## src/include/rxfac_pkg.sv

```systemverilog
// package for the receive frame accept configuration block
package rxfac_pkg;
   // register map
   localparam logic [7:0] RECEIVE_CONFIG_ADDR = 8'h34;
   localparam logic [7:0] RX_STATUS_ADDR = 8'h38;
   localparam logic [31:0] RECEIVE_CONFIG_RESET = 32'h0000_0002;
   // writable bits: 31, 30, 28, 27, 22-20, 5-1
   localparam logic [31:0] RECEIVE_CONFIG_WMASK = 32'hd870_003e;
   localparam int ERR_BIT = 31;
   localparam int SHORT_BIT = 30;
   localparam int SELFTX_BIT = 28;
   localparam int OVERSIZE_BIT = 27;
   localparam int BURST_LSB = 20;
   localparam int BURST_W = 3;
   // burst code zero stands for the largest burst
   localparam logic [7:0] BURST_MAX_WORDS = 8'h80;
   localparam int DRAIN_LSB = 1;
   localparam int DRAIN_W = 5;
   // frame length limits in bytes
   localparam logic [11:0] MIN_FRAME = 12'h040;
   localparam logic [11:0] STD_MAX = 12'h5ee;
   localparam logic [11:0] STD_CUT = 12'h5ea;
   localparam logic [11:0] LONG_MAX = 12'h7fe;
   localparam logic [1:0] RESP_OKAY = 2'h0;
   localparam logic [1:0] RESP_SLVERR = 2'h2;

   // per-byte receive indication from the phy side
   typedef struct packed
   {
      logic valid;
      logic last;
      logic crcErr;
      logic alignErr;
      logic collision;
      logic [7:0] data;
   } rxfac_byte_t;

   // per-byte output to the receive fifo
   typedef struct packed
   {
      logic valid;
      logic last;
      logic drop;
      logic isLong;
      logic errSeen;
      logic [7:0] data;
   } rxfac_fifo_t;
endpackage

```

## src/rtl/rxfac_top.sv

```systemverilog
// receive frame accept configuration register and frame accept filter
//
// The AXI4-Lite interface to the registers is this design's own decision.
`timescale 1ns/1ps

module rxfac_top
#(
   // frame length limits in bytes; a larger receive fifo could raise the long limit
   parameter logic [11:0] MIN_LEN = rxfac_pkg::MIN_FRAME,
   parameter logic [11:0] STD_MAX_LEN = rxfac_pkg::STD_MAX,
   parameter logic [11:0] STD_CUT_LEN = rxfac_pkg::STD_CUT,
   parameter logic [11:0] LONG_MAX_LEN = rxfac_pkg::LONG_MAX
)
(
   input wire logic clk,
   input wire logic rst,
   input wire logic [7:0] s_axi_awaddr,
   input wire logic s_axi_awvalid,
   output logic s_axi_awready,
   input wire logic [31:0] s_axi_wdata,
   input wire logic [3:0] s_axi_wstrb,
   input wire logic s_axi_wvalid,
   output logic s_axi_wready,
   output logic [1:0] s_axi_bresp,
   output logic s_axi_bvalid,
   input wire logic s_axi_bready,
   input wire logic [7:0] s_axi_araddr,
   input wire logic s_axi_arvalid,
   output logic s_axi_arready,
   output logic [31:0] s_axi_rdata,
   output logic [1:0] s_axi_rresp,
   output logic s_axi_rvalid,
   input wire logic s_axi_rready,
   input wire rxfac_pkg::rxfac_byte_t rxIn,
   input wire logic localTransmit,
   input wire logic [11:0] fifoLevel,
   output rxfac_pkg::rxfac_fifo_t fifoOut,
   output logic [7:0] rxMaxBurstWords,
   output logic drainStart
);

   // ----------------------------------------------------------------
   // register bus slave
   // ----------------------------------------------------------------
   logic [31:0] receiveConfig_reg;
   logic awHeld_reg;
   logic [7:0] awAddr_reg;
   logic wHeld_reg;
   logic [31:0] wData_reg;
   logic [3:0] wStrb_reg;
   logic [31:0] statusWord;
   logic [31:0] strobeMask;
   logic doWrite;

   assign s_axi_awready = !awHeld_reg && !s_axi_bvalid;
   assign s_axi_wready = !wHeld_reg && !s_axi_bvalid;
   assign doWrite = awHeld_reg && wHeld_reg && !s_axi_bvalid;
   assign s_axi_arready = !s_axi_rvalid;

   // address and data may arrive in either order; each is parked until both are in
   always_ff @(posedge clk)
   begin
      if (rst)
      begin
         awHeld_reg <= 1'b0;
         wHeld_reg <= 1'b0;
         awAddr_reg <= 8'h00;
         wData_reg <= 32'h0000_0000;
         wStrb_reg <= 4'h0;
      end
      else
      begin
         if (s_axi_awvalid && s_axi_awready)
         begin
            awHeld_reg <= 1'b1;
            awAddr_reg <= s_axi_awaddr;
         end
         else if (doWrite)
            awHeld_reg <= 1'b0;
         if (s_axi_wvalid && s_axi_wready)
         begin
            wHeld_reg <= 1'b1;
            wData_reg <= s_axi_wdata;
            wStrb_reg <= s_axi_wstrb;
         end
         else if (doWrite)
            wHeld_reg <= 1'b0;
      end
   end

   // byte strobes widened to a bit mask
   always_comb
   begin
      for (int i = 0; i < 4; i++)
         strobeMask[i*8 +: 8] = {8{wStrb_reg[i]}};
   end

   // configuration register; unused bits never store
   always_ff @(posedge clk)
   begin
      if (rst)
         receiveConfig_reg <= rxfac_pkg::RECEIVE_CONFIG_RESET;
      else if (doWrite && awAddr_reg == rxfac_pkg::RECEIVE_CONFIG_ADDR)
         receiveConfig_reg <= (receiveConfig_reg & ~(strobeMask & rxfac_pkg::RECEIVE_CONFIG_WMASK))
            | (wData_reg & strobeMask & rxfac_pkg::RECEIVE_CONFIG_WMASK);
   end

   // write response
   always_ff @(posedge clk)
   begin
      if (rst)
      begin
         s_axi_bvalid <= 1'b0;
         s_axi_bresp <= rxfac_pkg::RESP_OKAY;
      end
      else if (doWrite)
      begin
         s_axi_bvalid <= 1'b1;
         s_axi_bresp <= (awAddr_reg == rxfac_pkg::RECEIVE_CONFIG_ADDR) ? rxfac_pkg::RESP_OKAY
            : rxfac_pkg::RESP_SLVERR;
      end
      else if (s_axi_bready)
         s_axi_bvalid <= 1'b0;
   end

   // read channel; status register is read-only and shows filter state
   always_ff @(posedge clk)
   begin
      if (rst)
      begin
         s_axi_rvalid <= 1'b0;
         s_axi_rdata <= 32'h0000_0000;
         s_axi_rresp <= rxfac_pkg::RESP_OKAY;
      end
      else if (s_axi_arvalid && s_axi_arready)
      begin
         s_axi_rvalid <= 1'b1;
         if (s_axi_araddr == rxfac_pkg::RECEIVE_CONFIG_ADDR)
         begin
            s_axi_rdata <= receiveConfig_reg;
            s_axi_rresp <= rxfac_pkg::RESP_OKAY;
         end
         else if (s_axi_araddr == rxfac_pkg::RX_STATUS_ADDR)
         begin
            s_axi_rdata <= statusWord;
            s_axi_rresp <= rxfac_pkg::RESP_OKAY;
         end
         else
         begin
            s_axi_rdata <= 32'h0000_0000;
            s_axi_rresp <= rxfac_pkg::RESP_SLVERR;
         end
      end
      else if (s_axi_rready)
         s_axi_rvalid <= 1'b0;
   end

   // ----------------------------------------------------------------
   // configuration fields
   // ----------------------------------------------------------------
   logic acceptErroredFrames;
   logic acceptShortFrames;
   logic acceptSelfTransmit;
   logic acceptOversizeFrames;
   logic [2:0] rxMaxBurstSize;
   logic [4:0] rxDrainThreshold;

   assign acceptErroredFrames = receiveConfig_reg[rxfac_pkg::ERR_BIT];
   assign acceptShortFrames = receiveConfig_reg[rxfac_pkg::SHORT_BIT];
   assign acceptSelfTransmit = receiveConfig_reg[rxfac_pkg::SELFTX_BIT];
   assign acceptOversizeFrames = receiveConfig_reg[rxfac_pkg::OVERSIZE_BIT];
   assign rxMaxBurstSize = receiveConfig_reg[rxfac_pkg::BURST_LSB +: rxfac_pkg::BURST_W];
   assign rxDrainThreshold = receiveConfig_reg[rxfac_pkg::DRAIN_LSB +: rxfac_pkg::DRAIN_W];

   // burst decode: code 0 is the largest, otherwise a power of two
   always_ff @(posedge clk)
   begin
      if (rst)
         rxMaxBurstWords <= rxfac_pkg::BURST_MAX_WORDS;
      else if (rxMaxBurstSize == 3'h0)
         rxMaxBurstWords <= rxfac_pkg::BURST_MAX_WORDS;
      else
         rxMaxBurstWords <= 8'h01 << (rxMaxBurstSize - 3'h1);
   end

   // ----------------------------------------------------------------
   // frame filter
   // ----------------------------------------------------------------
   logic [11:0] byteCount_reg;
   logic cut_reg;
   logic errSeen_reg;
   logic txSeen_reg;
   logic frameEndSeen_reg;
   logic [11:0] cutLimit;
   logic [11:0] lenNow;
   logic byteErr;
   logic txHit;
   logic errNow;
   logic txNow;
   logic reject;
   logic tooLong;
   logic [11:0] frameLen_reg;
   logic [11:0] fullLen;

   // oversize frames are cut at a length set by the oversize bit
   assign cutLimit = acceptOversizeFrames ? LONG_MAX_LEN : STD_CUT_LEN;
   assign lenNow = byteCount_reg + 12'h001;
   // true length saturates rather than wrapping on a runaway frame
   assign fullLen = (frameLen_reg == '1) ? frameLen_reg : frameLen_reg + 12'h001;
   // collisions do not count as errors while self-transmit is accepted
   assign byteErr = rxIn.crcErr || rxIn.alignErr || (rxIn.collision && !acceptSelfTransmit);
   assign txHit = localTransmit && !acceptSelfTransmit;
   assign errNow = errSeen_reg || byteErr;
   assign txNow = txSeen_reg || txHit;
   // long flag: true length over the standard limit without oversize accept, or truncated at the long limit
   assign tooLong = acceptOversizeFrames ? cut_reg : (fullLen > STD_MAX_LEN);
   // final verdict taken on the last byte of a frame
   always_comb
   begin
      reject = 1'b0;
      if (errNow && !acceptErroredFrames)
         reject = 1'b1;
      if (lenNow < MIN_LEN && (!acceptShortFrames || errNow))
         reject = 1'b1;
      if (txNow)
         reject = 1'b1;
      if (tooLong && !acceptOversizeFrames)
         reject = 1'b1;
   end

   // stored count and cut point; the stored count stops at the cut
   always_ff @(posedge clk)
   begin
      if (rst)
      begin
         byteCount_reg <= 12'h000;
         cut_reg <= 1'b0;
      end
      else if (rxIn.valid && rxIn.last)
      begin
         byteCount_reg <= 12'h000;
         cut_reg <= 1'b0;
      end
      else if (rxIn.valid)
      begin
         if (!cut_reg)
            byteCount_reg <= lenNow;
         if (lenNow >= cutLimit)
            cut_reg <= 1'b1;
      end
   end

   // sticky error and transmit-overlap flags, cleared as each frame ends
   always_ff @(posedge clk)
   begin
      if (rst)
      begin
         errSeen_reg <= 1'b0;
         txSeen_reg <= 1'b0;
      end
      else if (rxIn.valid && rxIn.last)
      begin
         errSeen_reg <= 1'b0;
         txSeen_reg <= 1'b0;
      end
      else if (rxIn.valid)
      begin
         errSeen_reg <= errNow;
         txSeen_reg <= txNow;
      end
   end

   // true length keeps counting past the cut, so a frame that is cut but not over the limit is kept
   always_ff @(posedge clk)
   begin
      if (rst)
         frameLen_reg <= 12'h000;
      else if (rxIn.valid && rxIn.last)
         frameLen_reg <= 12'h000;
      else if (rxIn.valid)
         frameLen_reg <= fullLen;
   end

   // bytes to the fifo; bytes past the cut point other than the last are withheld
   always_ff @(posedge clk)
   begin
      if (rst)
         fifoOut <= '0;
      else
      begin
         fifoOut.valid <= rxIn.valid && (!cut_reg || rxIn.last);
         fifoOut.last <= rxIn.valid && rxIn.last;
         fifoOut.data <= rxIn.data;
         fifoOut.drop <= rxIn.valid && rxIn.last && reject;
         fifoOut.isLong <= rxIn.valid && rxIn.last && tooLong;
         fifoOut.errSeen <= rxIn.valid && rxIn.last && errNow;
      end
   end

   // ----------------------------------------------------------------
   // drain threshold
   // ----------------------------------------------------------------
   // a frame end that is not rejected arms the start even below the threshold
   always_ff @(posedge clk)
   begin
      if (rst)
         frameEndSeen_reg <= 1'b0;
      else
         frameEndSeen_reg <= rxIn.valid && rxIn.last && !reject;
   end

   logic [11:0] drainLevel;

   // threshold in 8-byte units turned into a byte level
   assign drainLevel = {4'h0, rxDrainThreshold, 3'h0};

   // threshold of zero is undefined; it simply fires at any fill
   always_ff @(posedge clk)
   begin
      if (rst)
         drainStart <= 1'b0;
      else
         drainStart <= (fifoLevel >= drainLevel) || frameEndSeen_reg;
   end

   // ----------------------------------------------------------------
   // status
   // ----------------------------------------------------------------
   // status: live per-frame state for software
   assign statusWord = {16'h0000, 1'b0, txSeen_reg, errSeen_reg, cut_reg, byteCount_reg};

endmodule

```

## config.mk

```make
export PLATFORM = sky130hd
export DESIGN_NAME = rxfac_top
export DESIGN_NICKNAME = d
export VERILOG_FILES = /design/src/include/rxfac_pkg.sv /design/src/rtl/rxfac_top.sv
export SDC_FILE = /design/constraint.sdc
export NUM_CORES = 1
export LEC_CHECK = 0
export ABC_CLOCK_PERIOD_IN_PS = 1830
export BUFFER_PORTS_ARGS = -buffer_cell sky130_fd_sc_hd__buf_2
export CAP_MARGIN = 5
export CORE_AREA = 2 2 115 117
export CTS_BUF_LIST = sky130_fd_sc_hd__clkbuf_16
export DETAILED_ROUTE_END_ITERATION = 7
export DIE_AREA = 0 0 117 119
export PLACE_DENSITY_LB_ADDON = 0.1
export SYNTH_ARGS = -nofsm -noshare
export SYNTH_HDL_FRONTEND = slang
export SYNTH_SLANG_ARGS = --single-unit
```

## constraint.sdc

```tcl
create_clock -name clk -period 1.83 [get_ports clk]
set_clock_uncertainty 0.05 [all_clocks]
set_input_delay 0.183 -clock clk [delete_from_list [all_inputs] [get_ports clk]]
set_output_delay 0.183 -clock clk [all_outputs]
set_load 0.05 [all_outputs]
```

==> flow_summary.yaml, run 1 <==
run_status:
  status: "complete, no violations"
power_and_ir_drop:
  ir_drop_v: 0.000549
  cellLeakagePower_uw: 0.00293
  seqPwrFrac_pct: 42.1
  pwr-share-comb_pct: 10.0
  p_clk_share_pct: 47.9
  power_uw: 6120
  internal_power_uw: 4580
  power_density_nw_per_um2: 878
  p_switching_uw: 1530
  swShare_pct: 25.1
global_routing:
  use_met3_pct: 4.94
  grt_antenna_before_repair: 1
  grt_pass1_vias: 4415
  grt-ovfl-total: 0
  met2_usage_pct: 30.7
  met1_usage_pct: 25.3
  grt_pass1_wl_um: 21200
  grt_usage_pct: 19.4
  grt_max_degree: 39
  top_usage_layer: "met2"
setup_path:
  cp_max_fo: 7
  worstSetupEndpoint: "frameEndSeen_reg"
  reg2regPathDepth: 9
  crit_slowest_cell: "dfxtp_2"
  cp_num_buf_inv: 3
  crit_family: "compound AO/OA/AOI/OAI gates"
  startpoint_type: "flop"
  cp.depth: 9
  end_kind: "flop"
  max_stage_delay_ns: 0.34
  crit_type: "flop to flop"
  required_ns: 2.08
  cp_cell_sequence: "buf_6 > nand4_1 > buf_4 > nor3_4 > a211oi_1 > a211oi_1 > a21oi_1 > buf_4 > o211a_1"
  r2r-start: "frameLen_reg[0]"
  r2r_slack_ns: 0.02
  critPathLaunch: "frameLen_reg[0]"
  crit_arrival_ns: 2.06
  timing.rr.end: "frameEndSeen_reg"
synthesis:
  synth.cell_area_um2: 4940
  ys_seq_area_share_pct: 45.8
  yosys.area.top_type: "dfxtp_1"
  synthFlopType: "dfxtp_1"
  yosys_warnings: 0
  ys_seq_elements: 113
  synth_top_area_share_pct: 45.8
  syn_avg_cell_area_um2: 8.36
  synthCells: 591
  synth_edf_count: 0
  yosys-top-cells-count: "dfxtp_1 (113), nand2_1 (95), a21oi_1 (56)"
  async_flop_share_pct: 0
  ys_types: 60
  synth_area_leaders: "dfxtp_1 (46%), nand2_1 (7.2%), a21oi_1 (5.7%), nor2_1 (4.1%), ha_1 (3.0%)"
  synth_most_common_cell: "dfxtp_1"
die:
  design.die.area_um2: 13900
  core_um2: 12900
  die_x_um: 117
  num_rows: 42
  io-pin-count: 148
  initial_core_util_pct: 38.4
  die_h_um: 119
clock_tree:
  clock_latency_ns: 0.41
  root_buffer: "clkbuf_16"
  cts_buffers: 17
  clkTransAtPathRegs_ns: 0.05
  cts_tree: "built"
  clk_path_buf_depth: 2
  htree_levels: 4
  cts_sinks: 113
finish:
  stdcell_area_um2: 6960
  fin_nets: 872
  num-fill-cells: 1231
  diodes: 0
  area_delta_synth_final_pct: 40.9
  drive_gt1_share_pct: 30.4
timing:
  fmax_mhz: 552
  rsz0062_at_grt: "yes"
  slew_headroom_pct: 63.8
  min_period_over_period_pct: 98.9
  finalSetupViolations: 0
  tightest_slew_ns: 0.544
  hold_viol: 0
  final_max_slew_viol_count: 0
  period_needed_ns: 1.81
routing:
  dr.pass1.iters: 6
  wire_per_inst_um: 13.5
  routed_wl_um: 13000
  vias: 4696
  drc: 0
  ant_nets: 0
  initialDrtViolationCount: 249
  viasPerCell: 4.88
min_path:
  hold_class: "input port to flop"
job:
  cap_violations: 0
place:
  dpl-instance-area_um2: 5970
  place.gp.congestion: 0.889
  dp.final_hpwl_um: 9210
  port_buffers: 114
## power by group through the flow
| stage | registers, µW | logic (µW) | clock network (µW) |
|---|---|---|---|
| after floorplan | 2700 | 310 | 0 |
| after global placement | 2620 | 551 | 0 |
| after detailed placement | 2620 | 557 | 0 |
| after CTS | 2570 | 613 | 3000 |
| after global routing | 2580 | 671 | 3150 |
| final | 2570 | 613 | 2930 |
## how the worst min path moves through the flow
stage | start | end | cells after the start
after floorplan | s_axi_rready | s_axi_rvalid | 1
after global placement | s_axi_rready | s_axi_rvalid | 2
after detailed placement | s_axi_rready | s_axi_rvalid | 2
after CTS | s_axi_arvalid | s_axi_rvalid | 3
after global routing | s_axi_arvalid | s_axi_rvalid | 3
final | s_axi_arvalid | s_axi_rvalid | 3
## final cells by class
cell class              instances  area (µm²)  area share, %
inverters                      18        70.1           1.01
flip-flops and latches        113        2280           32.7
clock buffers                  17         425           6.11
multi-input cells             424        2550           36.6
repair buffers                201        1320           18.9
clock inverters                14         101           1.46
well taps                     176         220           3.16
## metal layers
metal | vias up | share of wire [%]
li1 | 2381 | -
met1 | 2161 | 46
met2 | 133 | 46
met3 | 19 | 6.0
met4 | 2 | 1.5
met5 | - | 0.10
## layout by cell type (no fill, tap or decap), types with 8 or more instances in the layout
master,n
a21oi_1,56
dlygate4sd3_1,33
a22oi_1,10
buf_4,51
dfxtp_1,103
conb_1,12
nand2b_1,10
nand3_1,16
clkbuf_16,17
nor3_1,16
buf_2,114
xor2_1,12
nor2_1,51
nand4_1,9
inv_1,17
dfxtp_2,8
o21ai_0,12
nand2_1,94
xnor2_1,9
nor2b_1,13
ha_1,10
## worst register-to-register path, delay by kind of cell (launching register included)
kind / cells / cell delay, ns
simple gates: 2 / 0.30
flops: 1 / 0.34
compound gates: 4 / 0.57
buf+inv: 3 / 0.45
## cell families (layout without fill, tap and decap cells)
| logic type | count (synthesis) | in the layout | synth area share, % |
|---|---|---|---|
| other cells | 1 | 12 | 0.0759 |
| xor+xnor | 22 | 22 | 3.90 |
| buf+inv | 65 | 250 | 6.20 |
| fa+ha+maj | 12 | 12 | 3.04 |
| compound gates | 118 | 118 | 14.7 |
| simple gates | 254 | 254 | 25.0 |
| mux | 6 | 6 | 1.24 |
| flops | 113 | 113 | 45.8 |
## what timing repair did
action,CTS,global route
pin swaps,6,6
setup endpoints to repair,7,14
setup buffers,1,2
hold buffers,33,0
hold endpoints to repair,33,0
gates resized for setup,6,28
## metrics by stage
stage                     instances  setup slack, ns  hold WS (ns)  utilization (%)  setup TNS, ns
final                           963           0.0194        0.0141             54.1              0
after global routing            963          -0.0658        0.0216             54.1         -0.156
after CTS                       961           0.0102       0.00517             53.3              0
after detailed placement        896          -0.0787         0.326             46.4         -0.313
after global placement          896          -0.0590         0.321             46.4         -0.185
after floorplan                 602          0.00245         0.233                -              0
(Power assumes the default switching activity.)
==> inputs of run 2 (changes only) <==
--- a/config.mk
+++ b/config.mk
@@ -5,7 +5,7 @@
 export SDC_FILE = /design/constraint.sdc
 export NUM_CORES = 1
 export LEC_CHECK = 0
-export ABC_CLOCK_PERIOD_IN_PS = 1830
+export ABC_CLOCK_PERIOD_IN_PS = 2000
 export BUFFER_PORTS_ARGS = -buffer_cell sky130_fd_sc_hd__buf_2
 export CAP_MARGIN = 5
 export CORE_AREA = 2 2 115 117
==> constraint.sdc (replaced) <==
create_clock -name clk -period 2 [get_ports clk]
set_clock_uncertainty 0.05 [all_clocks]
set_input_delay 0.2 -clock clk [delete_from_list [all_inputs] [get_ports clk]]
set_output_delay 0.2 -clock clk [all_outputs]
set_load 0.05 [all_outputs]
==> run 2 against run 1 <==
Sequential share of layout area increased by 0.97 points; non-clock buffer count fell by 22; flip-flop and latch count is the same; global-route usage shrank 0.81 points; via count shrank 0.94%; critical endpoint is now cut_reg; largest power group unchanged; critical path type unchanged; combinational power decreased by 11%; worst setup slack better by 0.089 ns; final area fell by 3.5%; hold slack worse by 0.00057 ns.
==> flow_summary.yaml, run 2 (synthesis results as in run 1) <==
power_and_ir_drop:
  cellLeakagePower_uw: 0.00276
  power_density_nw_per_um2: 841
  pwr-share-comb_pct: 9.7
  p_switching_uw: 1450
  internal_power_uw: 4200
  p_clk_share_pct: 48.7
  ir_drop_v: 0.000555
  seqPwrFrac_pct: 41.7
  swShare_pct: 25.6
timing:
  fmax_mhz: 529
  final_max_slew_viol_count: 0
  slew_headroom_pct: 64.9
  min_period_over_period_pct: 94.6
  tightest_slew_ns: 0.525
  hold_viol: 0
  period_needed_ns: 1.89
  rsz0062_at_grt: "yes"
  setup_tns_ns: 0
  finalSetupViolations: 0
  hold_ws_ns: 0.0136
clock_tree:
  clkTransAtPathRegs_ns: 0.05
  clk_path_buf_depth: 2
  clock_latency_ns: 0.41
  cts_tree: "built"
  root_buffer: "clkbuf_16"
  cts_sinks: 113
  htree_levels: 4
  postCtsSetupBuffers: 0
  cts_buffers: 17
routing:
  ant_nets: 0
  viasPerCell: 4.94
  vias: 4652
  wire_per_inst_um: 13.5
  routed_wl_um: 12700
  drc: 0
  dr.pass1.iters: 5
  initialDrtViolationCount: 188
setup_path:
  crit_family: "compound AO/OA/AOI/OAI gates"
  crit_arrival_ns: 2.13
  max_stage_delay_ns: 0.34
  required_ns: 2.24
  crit_type: "flop to flop"
  cp_num_buf_inv: 0
  cp_cell_sequence: "ha_4 > xor2_2 > ha_1 > a21o_1 > a31oi_2 > nor4_2 > o31ai_1 > a21oi_2"
  startpoint_type: "flop"
  cp_max_fo: 3
  end_kind: "flop"
  crit_slowest_cell: "dfxtp_2"
finish:
  regArea_um2: 2270
  layout_common_cells: "buf_2 (114), dfxtp_1 (110), nand2_1 (95)"
  layoutNonFillerInstCount: 942
  drive_gt1_share_pct: 26.0
  fin_nets: 850
  final_common_cell: "buf_2"
  stdcell_area_um2: 6720
  multi_input_area_um2: 2470
  diodes: 0
  post-route-util_pct: 52.2
  area_delta_synth_final_pct: 36.0
  num-fill-cells: 1215
global_routing:
  grt_pass1_wl_um: 20400
  grt_pass1_vias: 4421
  grt_antenna_before_repair: 0
  grt-ovfl-total: 0
  grt_usage_pct: 18.6
  grt_max_degree: 41
die:
  die_x_um: 117
  design.die.area_um2: 13900
  core_um2: 12900
  die_h_um: 119
  initial_core_util_pct: 38.4
  io-pin-count: 148
  num_rows: 42
place:
  port_buffers: 114
  dpl-instance-area_um2: 5790
  dp.final_hpwl_um: 8960
  place.gp.congestion: 0.838
  dp_cells: 878
job:
  cap_violations: 0
run_status:
  status: "complete, no violations"
min_path:
  hold_class: "input port to flop"
==> run 2: cell count changes in the layout (fill, tap and decap cells not counted), sizes merged <==
cell / delta
inv: +2
buf: -21
dlygate4sd3: -1
clkinvlp: +7
clkinv: -8
==> run 2: cell type report <==
type,instances,area share [%]
well taps,176,3.28
clock buffers,17,6.33
flip-flops and latches,113,33.7
multi-input cells,424,36.8
inverters,18,1.01
clock inverters,15,1.82
repair buffers,179,17.1
==> run 2: repair_timing <==
item	CTS	global route
resized for setup	0	14
endpoints found under the setup margin	0	4
endpoints found under the hold margin	32	0
hold buffers	32	0
==> run 2: layer usage <==
layer / vias up / GRT usage, % / wire, µm
met1: 2153 / 22.4 / 5630
li1: 2343 / - / -
met4: 0 / 7.72 / 268
met2: 134 / 30.7 / 5990
met5: - / 0 / 0
met3: 22 / 5.50 / 787
==> run 2: path summary, 6_finish.rpt <==
path | startpoint | to | slack, ns | depth (start not counted)
worst min-delay path | s_axi_bready | s_axi_bvalid | 0.01 | 3
worst max register to register | byteCount_reg[0] | cut_reg | 0.11 | 8
worst max-delay path | byteCount_reg[0] | cut_reg | 0.11 | 8
worst min register to register | s_axi_rdata[20] | s_axi_rdata[20] | 0.40 | 2
==> run 2: tightest hold or removal path, stage by stage <==
cell and delay [ns]:
buf_2 0.08, nand2b_1 0.09, a21oi_1 0.06
==> run 2: power groups by stage <==
stage / combinational, µW / clock, µW / sequential [µW]
2_1_floorplan: 281 / 0 / 2470
3_3_place_gp: 490 / 0 / 2400
4_1_cts: 545 / 2800 / 2350
3_5_place_dp: 496 / 0 / 2400
5_1_grt: 598 / 2910 / 2360
6_report: 546 / 2750 / 2350
==> run 2: stage by stage <==
| stage | power, µW | setup slack, ns |
|---|---|---|
| 6_report | 5650 | 0.109 |
| 3_3_place_gp | 2890 | 0.0927 |
| 2_1_floorplan | 2750 | 0.0542 |
| 4_1_cts | 5700 | 0.0542 |
| 5_1_grt | 5870 | -0.00625 |
| 3_5_place_dp | 2900 | 0.0662 |
